==> src/core/vds_pkg.sv <==
// Package with constants for the vector drive start/stop block.
package vds_pkg;
   // ==========================================================================
   // Register map, word offsets on the Avalon-MM slave.
   localparam logic [2:0] ADDR_OUT_CTRL  = 3'h0;
   localparam logic [2:0] ADDR_POLARITY  = 3'h1;
   localparam logic [2:0] ADDR_BYTE_PORT = 3'h2;
   localparam logic [2:0] ADDR_STROBE    = 3'h3;
   localparam logic [2:0] ADDR_STATUS    = 3'h4;
   localparam logic [2:0] ADDR_LANE      = 3'h5;
   localparam logic [2:0] ADDR_CONTROL   = 3'h6;
   // ==========================================================================
   // Output control register fields.
   localparam int OC_LOAD_N_BIT  = 7;
   localparam int OC_HS_POL_BIT  = 5;
   localparam int OC_JOINT_BIT   = 4;
   localparam logic [7:0] OC_RESET = 8'h80;
   // ==========================================================================
   // Polarity register fields.
   localparam int PR_CLK_EDGE_BIT    = 7;
   localparam int PR_GATE_LEVEL_BIT  = 6;
   localparam int PR_HALT_EDGE_BIT   = 5;
   localparam int PR_LAUNCH_EDGE_BIT = 4;
   localparam int PR_GATE_BYPASS_BIT = 3;
   localparam int PR_NO_FORCE_BIT    = 2;
   localparam int PR_HALT_OFF_BIT    = 1;
   localparam int PR_ARM_BIT         = 0;
   localparam logic [7:0] PR_RESET   = 8'h06;
   // ==========================================================================
   // Control register fields (input-section arm decode).
   localparam int CT_ARM_DECODE_BIT = 0;
   // ==========================================================================
   // Chip counter.
   localparam logic [3:0] CHIP_START = 4'h5;
   localparam logic [3:0] CHIP_LAST  = 4'hF;
   // ==========================================================================
   // Clock select codes.
   localparam logic [2:0] SEL_OSC    = 3'h3;
   localparam logic [2:0] SEL_PROBE  = 3'h4;
   localparam logic [2:0] SEL_STROBE = 3'h5;
   localparam logic [2:0] SEL_EXT    = 3'h6;
   localparam logic [2:0] SEL_STEP   = 3'h7;
   // ==========================================================================
   // Status nybble bits and module type code.
   localparam int ST_DRIVING_BIT = 3;
   localparam int ST_HS_RUN_BIT  = 2;
   // Module type code; the value is arbitrary.
   localparam logic [1:0] MODULE_TYPE = 2'h2;
endpackage

==> src/core/vds_core.sv <==
// Start/stop sequencing core with chip counter and Avalon-MM registers.
`timescale 1ns/1ps
// Notes on behaviour
// - Load low plus byte read presets count 5.
// - Byte write stores data, advances lane.
// - Count 15 selects control memory, carry.
// - Carry steps address, reloads counter.
// - Bits 7..4 pick clock/gate/halt/launch polarity.
// - Bit 3 bypasses the gate input.
// - Bit 2 low forces launch.
// - Bit 1 low lets halt edge stop.
// - Bit 0 zero clears arm flag unless joint bit set.
// - Select codes 3,4,5,6,7 map sources.
// - Selected clock blocked once drive finished.
// - Probe sync inverted before selection.
// - Qualified rising edge gives one step.
// - Qualify needs registered launch.
// - No halt, not finished; finish clears launch.
// - Gate received needed, bypass or level.
// - Arm low holds handshake run set.
// - Wait request rise clears handshake run.
// - Wait input edge sets handshake run.
// - Status bit 3 driving, bit 2 run.
// - Final vector flag finishes drive.
// - Loop stop latches last pass, finishes.
// - Arm set by bit 0 or joint decode.
module vds_core
   import vds_pkg::*;
(
   input  wire logic       clock,
   input  wire logic       reset_n,
   input  wire logic [2:0] avs_address,
   input  wire logic       avs_read,
   input  wire logic       avs_write,
   input  wire logic [31:0] avs_writedata,
   output logic [31:0]     avs_readdata,
   output logic            avs_waitrequest,
   input  wire logic       ext_drive_clock,
   input  wire logic       probe_sync,
   input  wire logic       onboard_oscillator_clock,
   input  wire logic       ext_launch,
   input  wire logic       ext_halt,
   input  wire logic       ext_gate,
   input  wire logic       wait_in,
   input  wire logic       final_vector_flag,
   input  wire logic       wait_request,
   input  wire logic       loop_stop_bit,
   input  wire logic       last_pass,
   output logic [7:0]      mem_write_data,
   output logic [10:0]     lane_write,
   output logic            addr_step_clock,
   output logic            step_pulse,
   output logic            clock_qualify_n
);
   // ==========================================================================
   // Input synchronisers.
   localparam int NSYNC = 10;
   logic [NSYNC-1:0] raw_in;
   logic [NSYNC-1:0] sync1_q;
   logic [NSYNC-1:0] sync2_q;
   logic [NSYNC-1:0] sync2_d;
   logic [NSYNC-1:0] prev_q;
   logic [NSYNC-1:0] rise;
   logic [NSYNC-1:0] fall;
   assign raw_in = {last_pass, loop_stop_bit, wait_request, final_vector_flag, wait_in,
                    ext_gate, ext_halt, ext_launch, onboard_oscillator_clock, ext_drive_clock};
   always_comb begin
      sync2_d = sync1_q;
   end
   always_ff @(posedge clock or negedge reset_n) begin
      if (!reset_n) begin
         sync1_q <= '0;
         sync2_q <= '0;
         prev_q  <= '0;
      end else begin
         sync1_q <= raw_in;
         sync2_q <= sync2_d;
         prev_q  <= sync2_q;
      end
   end
   genvar gi;
   generate
      for (gi = 0; gi < NSYNC; gi++) begin : g_edge
         assign rise[gi] = sync2_q[gi] & ~prev_q[gi];
         assign fall[gi] = ~sync2_q[gi] & prev_q[gi];
      end
   endgenerate
   logic probe_q;
   logic probe_s_q;
   logic probe_p_q;
   always_ff @(posedge clock or negedge reset_n) begin
      if (!reset_n) begin
         probe_q   <= 1'b0;
         probe_s_q <= 1'b0;
         probe_p_q <= 1'b0;
      end else begin
         probe_q   <= probe_sync;
         probe_s_q <= probe_q;
         probe_p_q <= probe_s_q;
      end
   end
   // ==========================================================================
   // Register bus and chip counter.
   logic [7:0]  out_ctrl_q, out_ctrl_d;
   logic [7:0]  pol_q, pol_d;
   logic [7:0]  ctrl_q, ctrl_d;
   logic [3:0]  chip_q, chip_d;
   logic        arm_q, arm_d;
   logic        strobe_q, strobe_d;
   logic        carry_q, carry_d;
   logic [7:0]  wdata_q, wdata_d;
   logic [10:0] lane_q, lane_d;
   logic [31:0] rdata_q, rdata_d;
   logic        wait_q, wait_d;
   logic        finished_q;
   logic        hs_run_q;
   logic        acc;
   assign acc = (avs_read | avs_write) & wait_q;
   always_comb begin
      out_ctrl_d = out_ctrl_q;
      pol_d      = pol_q;
      ctrl_d     = ctrl_q;
      chip_d     = chip_q;
      arm_d      = arm_q;
      strobe_d   = 1'b0;
      carry_d    = 1'b0;
      wdata_d    = wdata_q;
      lane_d     = '0;
      rdata_d    = rdata_q;
      wait_d     = 1'b1;
      if (acc) begin
         wait_d  = 1'b0;
         rdata_d = '0;
      end
      if (acc && avs_write) begin
         case (avs_address)
            ADDR_OUT_CTRL: out_ctrl_d = avs_writedata[7:0];
            ADDR_POLARITY: begin
               pol_d = {avs_writedata[7:1], 1'b0};
               if (!out_ctrl_q[OC_JOINT_BIT]) begin
                  arm_d = avs_writedata[PR_ARM_BIT];
               end
            end
            ADDR_CONTROL: ctrl_d = avs_writedata[7:0];
            ADDR_STROBE: strobe_d = 1'b1;
            ADDR_BYTE_PORT: begin
               wdata_d = avs_writedata[7:0];
               lane_d  = 11'h001 << (chip_q - CHIP_START);
               if (chip_q == CHIP_LAST) begin
                  carry_d = 1'b1;
                  chip_d  = CHIP_START;
               end else begin
                  chip_d = chip_q + 4'h1;
               end
            end
            default: ;
         endcase
      end
      if (acc && avs_read) begin
         case (avs_address)
            ADDR_BYTE_PORT: begin
               if (!out_ctrl_q[OC_LOAD_N_BIT]) begin
                  chip_d = CHIP_START;
               end
            end
            ADDR_STATUS: rdata_d = {28'h0, ~finished_q, hs_run_q, MODULE_TYPE};
            ADDR_OUT_CTRL: rdata_d = {24'h0, out_ctrl_q};
            ADDR_LANE: rdata_d = {28'h0, chip_q};
            ADDR_CONTROL: rdata_d = {24'h0, ctrl_q};
            default: rdata_d = '0;
         endcase
      end
      if (out_ctrl_q[OC_JOINT_BIT] && ctrl_q[CT_ARM_DECODE_BIT]) begin
         arm_d = 1'b1;
      end
   end
   always_ff @(posedge clock or negedge reset_n) begin
      if (!reset_n) begin
         out_ctrl_q <= OC_RESET;
         pol_q      <= PR_RESET;
         ctrl_q     <= '0;
         chip_q     <= CHIP_START;
         arm_q      <= 1'b0;
         strobe_q   <= 1'b0;
         carry_q    <= 1'b0;
         wdata_q    <= '0;
         lane_q     <= '0;
         rdata_q    <= '0;
         wait_q     <= 1'b1;
      end else begin
         out_ctrl_q <= out_ctrl_d;
         pol_q      <= pol_d;
         ctrl_q     <= ctrl_d;
         chip_q     <= chip_d;
         arm_q      <= arm_d;
         strobe_q   <= strobe_d;
         carry_q    <= carry_d;
         wdata_q    <= wdata_d;
         lane_q     <= lane_d;
         rdata_q    <= rdata_d;
         wait_q     <= wait_d;
      end
   end
   // ==========================================================================
   // Clock selection and start/stop qualification.
   logic [2:0] sel;
   logic       src_rise;
   logic       ext_clk_edge;
   logic       launch_edge;
   logic       halt_edge;
   logic       gate_received;
   logic       wait_edge;
   logic       launch_q, launch_d;
   logic       halt_q, halt_d;
   logic       hs_run_d;
   logic       lastp_q, lastp_d;
   logic       finished_d;
   logic       qual;
   logic       step_d;
   logic       step_q;
   assign sel = out_ctrl_q[2:0];
   assign ext_clk_edge = pol_q[PR_CLK_EDGE_BIT] ? fall[0] : rise[0];
   assign launch_edge  = pol_q[PR_LAUNCH_EDGE_BIT] ? fall[2] : rise[2];
   assign halt_edge    = pol_q[PR_HALT_EDGE_BIT] ? fall[3] : rise[3];
   assign gate_received = pol_q[PR_GATE_BYPASS_BIT] |
                          (sync2_q[4] == pol_q[PR_GATE_LEVEL_BIT]);
   assign wait_edge = out_ctrl_q[OC_HS_POL_BIT] ? fall[5] : rise[5];
   always_comb begin
      case (sel)
         SEL_OSC:    src_rise = rise[1];
         SEL_PROBE:  src_rise = ~probe_s_q & probe_p_q;
         SEL_STROBE: src_rise = strobe_q;
         SEL_EXT:    src_rise = ext_clk_edge;
         SEL_STEP:   src_rise = carry_q;
         default:    src_rise = 1'b0;
      endcase
   end
   assign qual = launch_q & ~halt_q & ~finished_q & gate_received & hs_run_q;
   always_comb begin
      launch_d   = launch_q;
      halt_d     = halt_q;
      hs_run_d   = hs_run_q;
      lastp_d    = lastp_q;
      finished_d = finished_q;
      if (!pol_q[PR_NO_FORCE_BIT]) begin
         launch_d = 1'b1;
      end else if (launch_edge) begin
         launch_d = 1'b1;
      end
      if (!pol_q[PR_HALT_OFF_BIT] && halt_edge) begin
         halt_d = 1'b1;
      end
      if (fall[8]) begin
         lastp_d = sync2_q[9];
      end
      if (sync2_q[6] || (rise[8] && lastp_q)) begin
         finished_d = 1'b1;
      end
      if (rise[7]) begin
         hs_run_d = 1'b0;
      end
      if (wait_edge) begin
         hs_run_d = 1'b1;
      end
      if (!arm_q) begin
         hs_run_d   = 1'b1;
         halt_d     = 1'b0;
         finished_d = 1'b0;
         launch_d   = 1'b0;
         lastp_d    = 1'b0;
      end
      if (finished_q) begin
         launch_d = 1'b0;
      end
      step_d = src_rise & qual & ~finished_q;
   end
   always_ff @(posedge clock or negedge reset_n) begin
      if (!reset_n) begin
         launch_q   <= 1'b0;
         halt_q     <= 1'b0;
         hs_run_q   <= 1'b1;
         lastp_q    <= 1'b0;
         finished_q <= 1'b0;
         step_q     <= 1'b0;
      end else begin
         launch_q   <= launch_d;
         halt_q     <= halt_d;
         hs_run_q   <= hs_run_d;
         lastp_q    <= lastp_d;
         finished_q <= finished_d;
         step_q     <= step_d;
      end
   end
   // ==========================================================================
   // Outputs.
   logic qn_q;
   always_ff @(posedge clock or negedge reset_n) begin
      if (!reset_n) begin
         qn_q <= 1'b1;
      end else begin
         qn_q <= ~qual;
      end
   end
   assign avs_readdata    = rdata_q;
   assign avs_waitrequest = wait_q;
   assign mem_write_data  = wdata_q;
   assign lane_write      = lane_q;
   assign addr_step_clock = carry_q;
   assign step_pulse      = step_q;
   assign clock_qualify_n = qn_q;
   // ==========================================================================
   // Assertions.
   wrap_carry_a: assert property (@(posedge clock) disable iff (!reset_n)
      (acc && avs_write && avs_address == ADDR_BYTE_PORT && chip_q == CHIP_LAST)
      |=> (addr_step_clock && chip_q == CHIP_START))
      else $error("Carry or reload missing at last lane.");
   lane_adv_a: assert property (@(posedge clock) disable iff (!reset_n)
      (acc && avs_write && avs_address == ADDR_BYTE_PORT && chip_q != CHIP_LAST)
      |=> chip_q == $past(chip_q) + 4'h1)
      else $error("Chip counter did not advance.");
   chip_preset_a: assert property (@(posedge clock) disable iff (!reset_n)
      (acc && avs_read && avs_address == ADDR_BYTE_PORT && !out_ctrl_q[OC_LOAD_N_BIT])
      |=> chip_q == CHIP_START)
      else $error("Chip counter preset failed.");
   step_qual_a: assert property (@(posedge clock) disable iff (!reset_n)
      step_pulse |-> $past(qual))
      else $error("Step without qualification.");
   step_one_a: assert property (@(posedge clock) disable iff (!reset_n)
      step_pulse |=> !step_pulse)
      else $error("Step pulse longer than one cycle.");
   finish_blk_a: assert property (@(posedge clock) disable iff (!reset_n)
      (finished_q && arm_q) |=> !step_pulse && !launch_q)
      else $error("Step after drive finished.");
   final_vec_a: assert property (@(posedge clock) disable iff (!reset_n)
      (sync2_q[6] && arm_q && arm_d) |=> finished_q)
      else $error("Final vector did not finish drive.");
   wait_clr_a: assert property (@(posedge clock) disable iff (!reset_n)
      (rise[7] && !wait_edge && arm_q && arm_d) |=> !hs_run_q ##1 clock_qualify_n)
      else $error("Wait request did not suspend.");
   arm_hold_a: assert property (@(posedge clock) disable iff (!reset_n)
      !arm_q |=> hs_run_q)
      else $error("Handshake run not held while disarmed.");
   bus_ack_a: assert property (@(posedge clock) disable iff (!reset_n)
      (avs_read || avs_write) && avs_waitrequest |=> !avs_waitrequest)
      else $error("Bus answer late.");
endmodule // vds_core

==> config.mk <==
export PLATFORM = sky130hd
export DESIGN_NAME = vds_core
export DESIGN_NICKNAME = d
export VERILOG_FILES = /design/src/core/vds_pkg.sv /design/src/core/vds_core.sv
export SDC_FILE = /design/constraint.sdc
export NUM_CORES = 1
export LEC_CHECK = 0
export BUFFER_PORTS_ARGS = -buffer_cell sky130_fd_sc_hd__buf_2
export CAP_MARGIN = 20
export CORE_ASPECT_RATIO = 0.75
export CORE_UTILIZATION = 28
export DETAILED_ROUTE_END_ITERATION = 8
export GPL_TIMING_DRIVEN = 0
export PLACE_DENSITY = 0.46
export SLEW_MARGIN = 0
export SYNTH_ARGS = -nofsm -noshare
export SYNTH_HDL_FRONTEND = slang
export SYNTH_SLANG_ARGS = --single-unit
==> constraint.sdc <==
create_clock -name clock -period 2.9 [get_ports clock]
set_input_delay 0.145 -clock clock [delete_from_list [all_inputs] [get_ports clock]]
set_output_delay 0.145 -clock clock [all_outputs]
set_load 0.01 [all_outputs]
[Word-level counts from Yosys, hierarchy flattened]
Index checks and enable logic that the tools add are counted.
Widths: inputs -> output; s select.
Operators by class
  add/sub/neg operators: 2
  eq/ne operators: 19
  shift-type cells: 1
  muxes and demuxes: 39
  bitwise logic cells: 38
  reduce and logical (&&, ||, !) cells: 15
Operators with widths (count)
  $pmux 32 s5: 1
  $mux 32: 2
  $mux 1: 27
  $mux 4: 6
  $mux 11: 2
  $eq 3x3->1 const B: 7
  $and 1x1->1: 20
  $not 1->1: 16
  $shl 1x4->11 const A: 1
  $eq 3x2->1 const B: 3
  $reduce_and 2->1: 4
  $ne 2x1->1 const B: 3
  $logic_and 1x1->1: 5
  $pmux 1 s5: 1
  $add 4x1->4 const B: 1
  $eq 4x4->1 const B: 1
  $ne 4x2->1 const B: 1
  $reduce_bool 2->1: 2
  $sub 4x3->4 const B: 1
  $eq 3x1->1 const B: 1
  $logic_not 3->1: 1
  $ne 3x2->1 const B: 1
  $reduce_and 3->1: 1
  $ne 2x2->1 const B: 1
  other kinds (4): 5
Word-level totals
  bits in registers: 121
  output and inout port bits: 55
  word-level logic and storage cells: 138

[Longest topological paths before layout]
  depth in word-level cells: 7
  depth in mapped cells: 6
  depth with buffers taken out: 6

[Worst setup path before layout]
No wires, ideal clock.
  path type: flip-flop to flip-flop
  start: register wait_q (netlist: avs_waitrequest)
  end: register out_ctrl_q[0]
  setup time: 0.125 ns
  arrival: 1.558 ns
  slack: 1.217 ns
  stages on the path, launching flop included: 5
  path buffers: 1
  period minus slack after synthesis: 1.683 ns
  cells stage by stage: dfstp_2 -> and3b_1 -> buf_6 -> nor3b_4 -> mux2_2
On the way
  word-level cells in the longest chain between the ends: 3
Ends and longest elaborated chain
  from (decl): line vds_core.sv:114  | logic wait_q, wait_d;
  from (signal assigned): line vds_core.sv:201  | wait_q <= wait_d;
  $and 1x1->1: line vds_core.sv:118  | assign acc = (avs_read | avs_write) & wait_q;
  $logic_and 1x1->1: line vds_core.sv:135  | if (acc && avs_write) begin
  $reduce_and 2->1 (no line)
  to (signal assigned): line vds_core.sv:191  | out_ctrl_q <= out_ctrl_d;
  to (decl): line vds_core.sv:104  | logic [7:0] out_ctrl_q, out_ctrl_d;
Every way passes these cells.
A chain may end at the register's enable or synchronous reset.

[Final worst setup path]
  start: register wait_q (netlist: avs_waitrequest)
  end: register out_ctrl_q[2]
The elaborated chain is that of the path after synthesis.

==> flow_summary.toml <==
[flow_run]
drv_cap = 0

[logic_synthesis]
netlist_top_cells_area = "dfrtp_1 (63%), mux2_2 (7.9%), dfstp_2 (4.8%)"
synth-async-reset-ratio_pct = 100.0
synth_top_area_share_pct = 62.78
synth_area_per_cell_um2 = 13.61
synthCells = 325
synth_flop_cell = "dfrtp_1"
yosys_warnings = 0
synth_most_common_cell = "dfrtp_1"
synth-edff-count = 0
synth-seq-area-share_pct = 67.53
yosys_register_bits = 119
synth_common_cells = "dfrtp_1 (111), mux2_2 (31), and2_1 (25)"
yosysUniqueCellTypes = 49
synth_top_cell_by_area = "dfrtp_1"
syn-num-nets = 381
netlist_area_um2 = 4424

[drt]
drt-wirelength-per-cell_um = 14.02
drt_iter0_drc = 134
drc = 0
ant_nets = 0
dr.pass1.iters = 5
num_vias = 2805
viasPerCell = 4.289
drt-total-wl_um = 9170

[clock_network]
clkTransAtPathRegs_ns = 0.05
cts.path.max_buffers = 2
clk-insertion-delay-late_ns = 0.40
cts_tree = "built"
cts-hold-fix-buffers = 12
clockRootBuffer = "clkbuf_16"
clock_sinks = 119
numCtsBuffers = 17
cts_setup_buffers = 0
htree_levels = 4
cts_repair_resize_count = 0

[timing]
rsz0062_at_grt = "false"
worst_pin_slew_ns = 0.4941
finalWorstSetupSlack_ns = 1.040
finalCriticalPeriod_ns = 1.860
fin_skew_ns = 0.006630
finalSetupViolations = 0
slew_headroom_pct = 67.02
finalCritPeriodShare_pct = 64.12
fmax_mhz = 537.8
holdWs_ns = 0.03393
setup_tns_ns = 0
slew_viol_final = 0
hold_viol = 0

[floorplan]
coreArea_um2 = 15320
rows = 39
die_height_um = 110.9
top_level_ports = 105
start_util_pct = 28.87
die_area_um2 = 16310
fp.dieW_um = 147.1

[global_route]
grt_first_pass_wirelength_um = 15600
grt_overflow = 0
grtUsageMet2_pct = 17.99
grt_antenna_before_repair = 0
track_usage_pct = 12.62
met1_usage_pct = 17.59
use_met3_pct = 3.909
grt_pass1_vias = 2894
grt_start_max_net_pins = 72
top_usage_layer = "met2"

[placed_design]
io_buffers = 79
pre_cts_slack_ns = 1.042
dpl.hpwl_um = 6322
gp_congestion = 0.7298

[worst_setup_path]
crit_required_ns = 3.18
crit_type = "flip-flop to flip-flop"
arrival_ns = 2.14
start_kind = "flip-flop"
path_max_fanout = 8
cp-end-kind = "flip-flop"

[layout]
synthToLayoutAreaGrowth_pct = 32.30
drive_gt1_share_pct = 36.08
nets = 492
fin_util_pct = 38.20
antenna_cells = 0

[pwr]
p_per_area_nw_per_um2 = 834.5
p_leak_nw = 2.818
irDropWorstVdd_v = 0.0004174

[min_path]
hp-class = "input port to flip-flop"

[outcome]
outcome = "finished, final reports clean"
-- path summary, 6_finish.rpt --
check,from,to,slack (ns),depth (start not counted)
max,avs_waitrequest,out_ctrl_q[2],1.04,4
min in group asynchronous,reset_n,lane_write[1],0.24,2
min reg2reg,sync1_q[5],sync2_q[5],0.35,0
max in group asynchronous,reset_n,hs_run_q,1.92,3
max reg2reg,avs_waitrequest,out_ctrl_q[2],1.04,4
min,avs_read,avs_readdata[0],0.03,2
-- per-layer routing --
metal  share of wire (%)  wire length [um]
met5                   0                 0
met4                0.60                55
met3                 4.4               401
met2                  43              3983
met1                  52              4730
-- cell families (layout without fill, tap and decap cells) --
family | after synthesis | in the layout | synth area share [%]
AO/OA/AOI/OAI | 45 | 45 | 6.307
XOR/XNOR | 2 | 2 | 0.3960
adder cells (fa/ha/maj) | 6 | 6 | 1.697
buffers and inverters | 16 | 140 | 1.669
flip-flops | 119 | 119 | 67.53
multiplexers | 36 | 36 | 9.021
AND/OR/NAND/NOR | 101 | 101 | 13.38
-- cell usage in the layout, fill, tap and decap left out, drive strengths merged, types with 2 or more instances in the layout --
cell / netlist / final
dfrtp: 111 / 111
buf: 4 / 84
clkbuf: 7 / 32
mux2: 31 / 31
and2: 26 / 26
nor2: 21 / 21
nand2: 21 / 21
o21ai: 15 / 15
a21oi: 13 / 13
dlygate4sd3: 0 / 12
dfstp: 8 / 8
ha: 6 / 6
inv: 5 / 5
mux2i: 5 / 5
a22oi: 5 / 5
nor3b: 5 / 5
nand3: 4 / 4
nor2b: 4 / 4
nand3b: 4 / 4
clkinvlp: 0 / 3
bufinv: 0 / 3
and3b: 2 / 2
a22o: 2 / 2
xnor2: 2 / 2
a31oi: 2 / 2
nand2b: 2 / 2
nand4b: 2 / 2
and3: 2 / 2
-- worst max-delay path, cell delays in order, from the launching register on --
cell,delay [ns]
dfstp_2,0.58
and3b_1,0.19
buf_6,0.13
nor3b_4,0.45
mux2_2,0.39
-- cell type report --
| cell class | count | area (um^2) |
|---|---|---|
| Tap cell | 205 | 256.5 |
| Inverter | 5 | 18.77 |
| Buffer | 11 | 55.05 |
| Fill cell | 1495 | 9469 |
| Timing Repair Buffer | 92 | 549.3 |
| Sequential cell | 119 | 2988 |
| Multi-Input combinational cell | 190 | 1363 |
| Clock buffer | 25 | 505.5 |
| Clock inverter | 7 | 117.6 |
-- power breakdown --
group / leakage (nW) / total, mW / internal, mW / switching, mW
Combinational: 1.03 / 0.631 / 0.308 / 0.323
Sequential: 1.50 / 2.09 / 1.91 / 0.182
Clock: 0.296 / 2.17 / 1.46 / 0.702
Total: 2.82 / 4.88 / 3.68 / 1.21
-- flip-flops by register name, indices dropped and copies added (netlist names), 8 cells and up --
signal	count
sync2_q	10
ctrl_q	8
sync1_q	10
out_ctrl_q	8
avs_readdata	32
mem_write_data	8
lane_write	11
-- per-stage QoR --
step | cells | power (mW) | area, um^2
2_1_floorplan | 325 | 2.484 | 4424
3_3_place_gp | 609 | 2.711 | 5076
3_5_place_dp | 610 | 2.746 | 5110
4_1_cts | 654 | 4.956 | 5853
5_1_grt | 654 | 5.157 | 5853
6_report | 654 | 4.885 | 5853
Power figures use the tool's default switching activity.
